## src/rtl/ppcmf_defs.vh

```
`ifndef PPCMF_DEFS_VH
`define PPCMF_DEFS_VH

// Register byte addresses
`define PPCMF_ADR_FILTER_ON 32'h400e0e20
`define PPCMF_ADR_FILTER_OFF 32'h400e0e24
`define PPCMF_ADR_FILTER_STATUS 32'h400e0e28
`define PPCMF_ADR_MULTIDRIVE_ENABLE 32'h400e0e50
`define PPCMF_ADR_MULTIDRIVE_DISABLE 32'h400e0e54
`define PPCMF_ADR_MULTIDRIVE_STATUS 32'h400e0e58
`define PPCMF_ADR_PULLUP_DISABLE 32'h400e0e60
`define PPCMF_ADR_PULLUP_ENABLE 32'h400e0e64
`define PPCMF_ADR_PULLUP_STATUS 32'h400e0e68
`define PPCMF_ADR_FILTER_CLOCK_GLITCH_SELECT 32'h400e0e80
`define PPCMF_ADR_FILTER_CLOCK_DEBOUNCE_SELECT 32'h400e0e84
`define PPCMF_ADR_FILTER_CLOCK_SELECT_STATUS 32'h400e0e88
`define PPCMF_ADR_DEBOUNCE_CLOCK_DIVIDER 32'h400e0e8c
`define PPCMF_ADR_WRITE_PROTECT 32'h400e0ee4
`define PPCMF_ADR_PERIPHERAL_SELECT_LOW 32'h400e0ef0
`define PPCMF_ADR_PERIPHERAL_SELECT_HIGH 32'h400e0ef4

// Field positions
`define PPCMF_DIV_MSB 13
`define PPCMF_DIV_WIDTH 14
`define PPCMF_WP_BIT 0

// Reset values
`define PPCMF_RST_LINES 32'h00000000
`define PPCMF_RST_DIV 14'h0000
`define PPCMF_RST_WP 1'b0

// Function select codes, {high, low}
`define PPCMF_FUNC_A 2'h0
`define PPCMF_FUNC_B 2'h1
`define PPCMF_FUNC_C 2'h2
`define PPCMF_FUNC_D 2'h3

`endif

```

## src/rtl/ppcmf_pad_ctrl.v

```verilog
`timescale 1ns/1ps
`include "ppcmf_defs.vh"

// Notes on behaviour
// - Write protect on blocks writes to drive, pull-up, filter-off and peripheral select registers.
// - Multi-drive disable write of 1 makes that line push-pull; 0 ignored.
// - Multi-drive status reads 0 for push-pull, 1 for low-only drive.
// - Pull-up disable write of 1 turns that pull-up off; 0 ignored.
// - Pull-up enable write of 1 turns that pull-up on; 0 ignored.
// - Pull-up status reads 0 when enabled, 1 when disabled.
// - Select bits high,low: 00 A, 01 B, 10 C, 11 D.
// - Glitch-select write of 1 puts that line's filter in glitch mode.
// - Debounce-select write of 1 puts that line's filter in debounce mode.
// - Filter select status reads 0 for glitch, 1 for debounce.
// - Divider is bits 13..0; divided period is (value+1)*2 slow periods.
// - Filtering acts only while the line's filter is on; status shows it.
module ppcmf_pad_ctrl #(
  parameter LINES = 32,
  parameter DIV_WIDTH = `PPCMF_DIV_WIDTH
) (
  // Clock and reset
  input wire mclk,
  input wire rst,
  // Slow clock pin for debouncing
  input wire slck,
  // Classic Wishbone slave
  input wire wb_cyc_i,
  input wire wb_stb_i,
  input wire wb_we_i,
  input wire [31:0] wb_adr_i,
  input wire [3:0] wb_sel_i,
  input wire [31:0] wb_dat_i,
  output reg [31:0] wb_dat_o,
  output reg wb_ack_o,
  // Pads
  input wire [LINES-1:0] padIn,
  output reg [LINES-1:0] padOut,
  output reg [LINES-1:0] padOe,
  output wire [LINES-1:0] pullupOn,
  // Peripheral functions A to D
  input wire [LINES-1:0] funcOutA,
  input wire [LINES-1:0] funcOutB,
  input wire [LINES-1:0] funcOutC,
  input wire [LINES-1:0] funcOutD,
  input wire [LINES-1:0] funcOeA,
  input wire [LINES-1:0] funcOeB,
  input wire [LINES-1:0] funcOeC,
  input wire [LINES-1:0] funcOeD,
  output reg [LINES-1:0] funcIn
);

  ////////////////////////////////////////////////////////////////
  // Helpers

  // Byte lanes turned into a bit mask
  function [31:0] laneMask;
    input [3:0] sel;
    begin
      laneMask = {{8{sel[3]}}, {8{sel[2]}}, {8{sel[1]}}, {8{sel[0]}}};
    end
  endfunction

  // Set bits where written ones, clear where cleared ones
  function [31:0] setClear;
    input [31:0] cur;
    input [31:0] setBits;
    input [31:0] clrBits;
    begin
      setClear = (cur | setBits) & ~clrBits;
    end
  endfunction

  ////////////////////////////////////////////////////////////////
  // State

  reg [LINES-1:0] multidrive;
  reg [LINES-1:0] pullupOff;
  reg [LINES-1:0] selLow;
  reg [LINES-1:0] selHigh;
  reg [LINES-1:0] debounceMode;
  reg [LINES-1:0] filterOn;
  reg [DIV_WIDTH-1:0] divider;
  reg writeProtect;
  reg [LINES-1:0] padMeta;
  reg [LINES-1:0] padSync;
  reg [LINES-1:0] glitchPrev;
  reg [LINES-1:0] glitchOut;
  reg [31:0] next_rdata;
  reg [LINES-1:0] next_out;
  reg [LINES-1:0] next_oe;
  reg [1:0] funcSel;
  integer i;

  wire access;
  wire doWrite;
  wire [31:0] wmask;
  wire [31:0] wset;
  wire [LINES-1:0] lineSet;
  wire unlocked;
  wire halfTick;
  wire [LINES-1:0] debounced;

  ////////////////////////////////////////////////////////////////
  // Bus handshake: ack one cycle after the request, write at the ack edge

  assign access = wb_cyc_i & wb_stb_i;
  assign doWrite = access & wb_we_i & wb_ack_o;
  assign wmask = laneMask(wb_sel_i);
  assign wset = wb_dat_i & wmask;
  assign lineSet = wset[LINES-1:0];
  assign unlocked = ~writeProtect;

  // Ack pulses for one cycle per request, then drops
  always @(posedge mclk) begin
    if (rst) begin
      wb_ack_o <= 1'b0;
    end else begin
      wb_ack_o <= access & ~wb_ack_o;
    end
  end

  ////////////////////////////////////////////////////////////////
  // Read mux; unmapped addresses read zero but are still acked

  always @* begin
    next_rdata = 32'h00000000;
    case (wb_adr_i)
      `PPCMF_ADR_FILTER_STATUS: next_rdata[LINES-1:0] = filterOn;
      `PPCMF_ADR_MULTIDRIVE_STATUS: next_rdata[LINES-1:0] = multidrive;
      `PPCMF_ADR_PULLUP_STATUS: next_rdata[LINES-1:0] = pullupOff;
      `PPCMF_ADR_FILTER_CLOCK_SELECT_STATUS: next_rdata[LINES-1:0] = debounceMode;
      `PPCMF_ADR_DEBOUNCE_CLOCK_DIVIDER: next_rdata[`PPCMF_DIV_MSB:0] = divider;
      `PPCMF_ADR_WRITE_PROTECT: next_rdata[`PPCMF_WP_BIT] = writeProtect;
      `PPCMF_ADR_PERIPHERAL_SELECT_LOW: next_rdata[LINES-1:0] = selLow;
      `PPCMF_ADR_PERIPHERAL_SELECT_HIGH: next_rdata[LINES-1:0] = selHigh;
      default: next_rdata = 32'h00000000;
    endcase
  end

  // Read data captured as ack rises and held while it is high
  always @(posedge mclk) begin
    if (rst) begin
      wb_dat_o <= 32'h00000000;
    end else if (access & ~wb_ack_o & ~wb_we_i) begin
      wb_dat_o <= next_rdata;
    end
  end

  ////////////////////////////////////////////////////////////////
  // Configuration registers. Set/clear pairs touch only written ones,
  // so two drivers in software need no read-modify-write.

  always @(posedge mclk) begin
    if (rst) begin
      multidrive <= `PPCMF_RST_LINES;
      pullupOff <= `PPCMF_RST_LINES;
      selLow <= `PPCMF_RST_LINES;
      selHigh <= `PPCMF_RST_LINES;
      debounceMode <= `PPCMF_RST_LINES;
      filterOn <= `PPCMF_RST_LINES;
      divider <= `PPCMF_RST_DIV;
      writeProtect <= `PPCMF_RST_WP;
    end else if (doWrite) begin
      case (wb_adr_i)
        `PPCMF_ADR_FILTER_ON: begin
          filterOn <= setClear(filterOn, lineSet, {LINES{1'b0}});
        end
        `PPCMF_ADR_FILTER_OFF: begin
          if (unlocked) begin
            filterOn <= setClear(filterOn, {LINES{1'b0}}, lineSet);
          end
        end
        `PPCMF_ADR_MULTIDRIVE_ENABLE: begin
          if (unlocked) begin
            multidrive <= setClear(multidrive, lineSet, {LINES{1'b0}});
          end
        end
        `PPCMF_ADR_MULTIDRIVE_DISABLE: begin
          if (unlocked) begin
            multidrive <= setClear(multidrive, {LINES{1'b0}}, lineSet);
          end
        end
        `PPCMF_ADR_PULLUP_DISABLE: begin
          if (unlocked) begin
            pullupOff <= setClear(pullupOff, lineSet, {LINES{1'b0}});
          end
        end
        `PPCMF_ADR_PULLUP_ENABLE: begin
          if (unlocked) begin
            pullupOff <= setClear(pullupOff, {LINES{1'b0}}, lineSet);
          end
        end
        `PPCMF_ADR_FILTER_CLOCK_GLITCH_SELECT: begin
          debounceMode <= setClear(debounceMode, {LINES{1'b0}}, lineSet);
        end
        `PPCMF_ADR_FILTER_CLOCK_DEBOUNCE_SELECT: begin
          debounceMode <= setClear(debounceMode, lineSet, {LINES{1'b0}});
        end
        `PPCMF_ADR_DEBOUNCE_CLOCK_DIVIDER: begin
          // Lanes merged so a byte write keeps the other byte
          divider <= (divider & ~wmask[`PPCMF_DIV_MSB:0]) |
                     wset[`PPCMF_DIV_MSB:0];
        end
        `PPCMF_ADR_WRITE_PROTECT: begin
          if (wb_sel_i[0]) begin
            writeProtect <= wb_dat_i[`PPCMF_WP_BIT];
          end
        end
        `PPCMF_ADR_PERIPHERAL_SELECT_LOW: begin
          if (unlocked) begin
            selLow <= (selLow & ~wmask[LINES-1:0]) | lineSet;
          end
        end
        `PPCMF_ADR_PERIPHERAL_SELECT_HIGH: begin
          if (unlocked) begin
            selHigh <= (selHigh & ~wmask[LINES-1:0]) | lineSet;
          end
        end
        default: begin
          writeProtect <= writeProtect;
        end
      endcase
    end
  end

  assign pullupOn = ~pullupOff;

  ////////////////////////////////////////////////////////////////
  // Output routing: function mux, then open-drain conversion.
  // An open-drain line never drives high, so a wired-AND bus is safe.

  always @* begin
    next_out = {LINES{1'b0}};
    next_oe = {LINES{1'b0}};
    funcSel = `PPCMF_FUNC_A;
    for (i = 0; i < LINES; i = i + 1) begin
      funcSel = {selHigh[i], selLow[i]};
      case (funcSel)
        `PPCMF_FUNC_A: begin
          next_out[i] = funcOutA[i];
          next_oe[i] = funcOeA[i];
        end
        `PPCMF_FUNC_B: begin
          next_out[i] = funcOutB[i];
          next_oe[i] = funcOeB[i];
        end
        `PPCMF_FUNC_C: begin
          next_out[i] = funcOutC[i];
          next_oe[i] = funcOeC[i];
        end
        default: begin
          next_out[i] = funcOutD[i];
          next_oe[i] = funcOeD[i];
        end
      endcase
      if (multidrive[i]) begin
        next_oe[i] = next_oe[i] & ~next_out[i];
        next_out[i] = 1'b0;
      end
    end
  end

  // Pad drive registered, one cycle behind the function outputs
  always @(posedge mclk) begin
    if (rst) begin
      padOut <= {LINES{1'b0}};
      padOe <= {LINES{1'b0}};
    end else begin
      padOut <= next_out;
      padOe <= next_oe;
    end
  end

  ////////////////////////////////////////////////////////////////
  // Input path: synchronise, glitch filter, debounce, select

  always @(posedge mclk) begin
    if (rst) begin
      padMeta <= {LINES{1'b0}};
      padSync <= {LINES{1'b0}};
    end else begin
      padMeta <= padIn;
      padSync <= padMeta;
    end
  end

  // Two matching samples needed; a one-sample glitch is dropped
  always @(posedge mclk) begin
    if (rst) begin
      glitchPrev <= {LINES{1'b0}};
      glitchOut <= {LINES{1'b0}};
    end else begin
      glitchPrev <= padSync;
      glitchOut <= (glitchOut & (padSync ^ glitchPrev)) |
                   (padSync & ~(padSync ^ glitchPrev));
    end
  end

  ppcmf_slow_div #(
    .DIV_WIDTH(DIV_WIDTH)
  ) ppcmf_slow_div_i (
    .mclk(mclk),
    .rst(rst),
    .slck(slck),
    .divider(divider),
    .halfTick(halfTick)
  );

  ppcmf_debounce #(
    .LINES(LINES)
  ) ppcmf_debounce_i (
    .mclk(mclk),
    .rst(rst),
    .halfTick(halfTick),
    .lineIn(padSync),
    .lineOut(debounced)
  );

  // Unfiltered lines see the synchronised pad directly
  always @(posedge mclk) begin
    if (rst) begin
      funcIn <= {LINES{1'b0}};
    end else begin
      funcIn <= (~filterOn & padSync) |
                (filterOn & ~debounceMode & glitchOut) |
                (filterOn & debounceMode & debounced);
    end
  end

endmodule

```

## src/rtl/ppcmf_slow_div.v

```verilog
`timescale 1ns/1ps
`include "ppcmf_defs.vh"

module ppcmf_slow_div #(
  parameter DIV_WIDTH = `PPCMF_DIV_WIDTH
) (
  // Clock and reset
  input wire mclk,
  input wire rst,
  // Slow clock pin and divider setting
  input wire slck,
  input wire [DIV_WIDTH-1:0] divider,
  // One pulse per half period of the divided slow clock
  output reg halfTick
);

  reg slckMeta;
  reg slckSync;
  reg slckPrev;
  reg [DIV_WIDTH-1:0] count;
  wire slckRise;

  ////////////////////////////////////////////////////////////////
  // Two-stage synchroniser, edge found after the second stage
  always @(posedge mclk) begin
    if (rst) begin
      slckMeta <= 1'b0;
      slckSync <= 1'b0;
      slckPrev <= 1'b0;
    end else begin
      slckMeta <= slck;
      slckSync <= slckMeta;
      slckPrev <= slckSync;
    end
  end

  assign slckRise = slckSync & ~slckPrev;

  ////////////////////////////////////////////////////////////////
  // Half period is divider+1 slow edges, so full period is (div+1)*2
  always @(posedge mclk) begin
    if (rst) begin
      count <= {DIV_WIDTH{1'b0}};
      halfTick <= 1'b0;
    end else begin
      halfTick <= 1'b0;
      if (slckRise) begin
        if (count >= divider) begin
          count <= {DIV_WIDTH{1'b0}};
          halfTick <= 1'b1;
        end else begin
          count <= count + 1'b1;
        end
      end
    end
  end

endmodule

```

## src/rtl/ppcmf_debounce.v

```verilog
`timescale 1ns/1ps

module ppcmf_debounce #(
  parameter LINES = 32
) (
  // Clock and reset
  input wire mclk,
  input wire rst,
  // Sample strobe, one per half divided period
  input wire halfTick,
  // Synchronised line levels in, debounced levels out
  input wire [LINES-1:0] lineIn,
  output reg [LINES-1:0] lineOut
);

  reg [LINES-1:0] sample;

  ////////////////////////////////////////////////////////////////
  // A level passes only when two strobes in a row agree, so it must
  // have stood for at least half a divided period; shorter pulses vanish
  always @(posedge mclk) begin
    if (rst) begin
      sample <= {LINES{1'b0}};
      lineOut <= {LINES{1'b0}};
    end else if (halfTick) begin
      sample <= lineIn;
      lineOut <= (lineOut & ~(lineIn ~^ sample)) | (lineIn & (lineIn ~^ sample));
    end
  end

endmodule

```

## config.mk

```make
export PLATFORM = sky130hd
export DESIGN_NAME = ppcmf_pad_ctrl
export DESIGN_NICKNAME = d
export VERILOG_FILES = /design/src/rtl/ppcmf_pad_ctrl.v /design/src/rtl/ppcmf_slow_div.v /design/src/rtl/ppcmf_debounce.v
export VERILOG_INCLUDE_DIRS = /design/src /design/src/rtl
export SDC_FILE = /design/constraint.sdc
export NUM_CORES = 1
export LEC_CHECK = 0
export BUFFER_PORTS_ARGS = -buffer_cell sky130_fd_sc_hd__buf_2
export CORE_MARGIN = 3
export CORE_UTILIZATION = 50
export CTS_BUF_LIST = sky130_fd_sc_hd__clkbuf_4 sky130_fd_sc_hd__clkbuf_8
export DETAILED_ROUTE_END_ITERATION = 10
export HOLD_SLACK_MARGIN = 0.12
export PLACE_DENSITY = 0.75
export SKIP_LAST_GASP = 1
export SLEW_MARGIN = 5
export SYNTH_ARGS = -nofsm -noshare
export SYNTH_HDL_FRONTEND = slang
export SYNTH_SLANG_ARGS = --single-unit
```

## constraint.sdc

```tcl
create_clock -name mclk -period 3.2 [get_ports mclk]
set_input_delay 0.64 -clock mclk [delete_from_list [all_inputs] [get_ports mclk]]
set_output_delay 0.64 -clock mclk [all_outputs]
set_load 0.02 [all_outputs]
```

==> reports/results.tsv <==
metric	value	unit
syn nets	2632	
met3 routed WL	7.730	mm
Max Clock Freq	395.7	MHz
dominant cell type by area after synthesis	dfxtp_1	
pwr dens	522.7	nW/um^2
Mapped Cells	2255	
post-synthesis sequential area ratio	48.95	%
adder-cell share of the synthesized area	0.8405	%
worst rel slew slack	33.91	%
CP Data Required Time	3770	ps
Synth Area in Compound Gates	18.51	%
worst-path cell chain	inv_1 > ha_1 > a21o_1 > a21oi_1 > o221ai_1 > a211oi_1 > o21bai_1 > nor2_1	
dpl ws	154.7	ps
Clock Pin Slew Worst Setup and Hold Paths	70	ps
metal2 WL	34.53	mm
worst skew pair latency	660	ps
main combinational cell family by area after synthesis	compound AO/OA/AOI/OAI gates	
Slew Viols, Final	0	
top cell type's share of synthesized area	48.95	%
placed instance area	25670	sq um
status	finished clean	
num ports	523	
vias in the first global route	19720	
Via-to-Cell Ratio	5.928	
# H-tree levels	3	
wire length per cell	22.75	microns
ANT nets after route	0	
Routed Wire Length	78.52	mm
CTS tree	done	
Max stage delay cell, worst path	a211oi_1	
Max-Cap Viols	0	
Avg Inst Size Synth	9.902	sq um
total power draw	14.48	mW
unrepaired setup endpoints after global routing	no	
Max FO, Critical Path	13	
maximum buffer depth of the clock tree	3	
Clock Skew	23.79	ps
Primary FF master, synth	dfxtp_1	
number of I/O port buffers	522	
Clock Sinks	546	
Setup TNS	0	ps
CP startpoint kind	flop	
CP delay by family, top	compound AO/OA/AOI/OAI gates	
Worst Hold Class	primary input to flop	
RD Place Congestion	0.9958	
Critical Path End Type	flop	
Post-Synth XOR/XNOR Area	0.5099	%
Post-CTS Setup Inserts	0	
share of layout cells above drive strength 1	29.20	%
Buf/Inv on CP	1	
# DRC	0	
top layer in use	met5	
Post-DP HPWL	58.35	mm
largest net degree at the start of global routing	113	
Mapped Area	22330	sq um
Global Route Usage Sum	31.70	%
initial antenna violation count	18	
commonest cells in the netlist	546 x dfxtp_1, 220 x a21oi_1, 194 x nor2_1, 137 x nand2_1, 135 x mux2i_1	
# rows	76	
WL met1	32.53	mm
root buf cell	clkbuf_8	
DIE AREA	47230	sq um
cts bufs inserted	87	
Yosys cell types	56	
Worst Setup Slack, final	672.9	ps
cell area after layout	27700	sq um
# setup viols final	0	
yosys warns	0	
critical path data arrival time	3090	ps
Worst VDD drop	0.3276	mV
Worst-Margin Slew	987.6	ps
total gr overflow	0	
Largest stage delay, worst path	510	ps
Post-Synth Simple-Gate Area	15.17	%
number of buffers inserted by hold repair at cts	0	
Final nets	3154	
most frequent cell after synthesis	dfxtp_1	
CTS-repair resized insts	0	
die height	217.3	microns
drt pass-1 iters	8	
#FFs+latches synth	546	
first-pass GRT wire length	116.0	mm
Final Hold Fails	0	
Final period util	78.97	%
Period minus WS final	2527	ps
Crit Path Category	flop to flop	
ys async rst share	0	%
Area Growth Syn to Fin	24.06	%
Leak Pwr	11.20	nW
Finished Layout Cells	3452	
Initial Util	51.27	%
Die X	217.3	microns
Core Area	43550	sq um
routed vias	20460	
proportion of synthesized area in mux cells	12.51	%
top post-synthesis cells by area	dfxtp_1 49%, mux4_2 6.5%, mux2i_1 6.1%	
EDFF count, synth	0	
fillers	3641	
Iter 0 DRT Violations	2231	
Placed Cells	3273	
## kinds of logic after synthesis
family                     count (synthesis)
DFF                                      546
and+or+nand+nor                          646
xor gates and xnor gates                  13
muxes                                    199
AOI/OAI and AO/OA                        643
buffers and inverters                    193
adders and majority gates                 15
## where the power goes
group,switching (mW),total [mW],internal [mW]
logic,0.559,0.941,0.381
clock network,2.75,6.56,3.81
registers,0.0600,6.98,6.92
## through the flow
stage / hold WS, ps / util [%]
2_1_floorplan: 413.8 / -
3_3_place_gp: 418.6 / 58.95
3_5_place_dp: 425.4 / 58.95
4_1_cts: 160.3 / 63.49
5_1_grt: 184.8 / 63.57
6_report: 207.7 / 63.61
## cells in the final DEF, fill, tap and decap left out, types with 5 or more instances in the layout
cell      instances
buf_12            9
nand4_1           8
and3_1            8
nand2b_1         34
xnor2_1           5
buf_2           521
nand2_1         137
a22oi_1          15
nor3b_1          32
o21ai_1          13
clkinv_2         12
nand3_1          40
o21ai_0         118
and4_1            8
nand4_2           6
a21o_1           38
mux2i_1         135
clkbuf_8        120
a211oi_1         65
nor2_1          193
xor2_1            8
a31oi_1          15
a222oi_1         48
nor3_1           11
nor3_2            6
mux4_2           64
a22o_1           27
o21bai_1         16
clkbuf_4         20
o31ai_1          32
diode_2          21
ha_1             15
a311oi_1         32
inv_1            49
dfxtp_1         545
nor2b_1         102
a21oi_1         220
and2_1           33
buf_4            44
## worst paths after layout
kind | start | endpoint | slack (ps) | cells past startpoint
max | flop | ppcmf_slow_div_i.count[3] | 670 | 8
min | padIn[8] | padMeta[8] | 210 | 2
max reg2reg | flop | ppcmf_slow_div_i.count[3] | 670 | 8
min reg2reg | padMeta[0] | padSync[0] | 440 | 1
## routing by layer
layer	global-route usage, %	vias up
met2	47.96	1139
met3	6.967	180
li1	-	9338
met1	42.88	9801
met4	16.09	4
met5	0	-
## layout make-up
class | instances | area, sq um | share of cell area, %
antenna | 21 | 52.55 | 0.1897
multi-input combinational | 1516 | 10680 | 38.57
timing repair buffer | 575 | 3133 | 11.31
tap | 585 | 732.0 | 2.642
inverter | 51 | 191.4 | 0.6911
sequential | 546 | 10930 | 39.46
clock buffer | 140 | 1802 | 6.504
clock inverter | 18 | 175.2 | 0.6323
## worst register-to-register path, delay by kind of cell (launching register included)
kind                     cells  cell delay [ps]
flip-flops                   1              400
AND/OR/NAND/NOR              1              220
AO/OA/AOI/OAI                5             1450
adder cells (fa/ha/maj)      1              310
buffers and inverters        1               80
(Power assumes the default switching activity.)
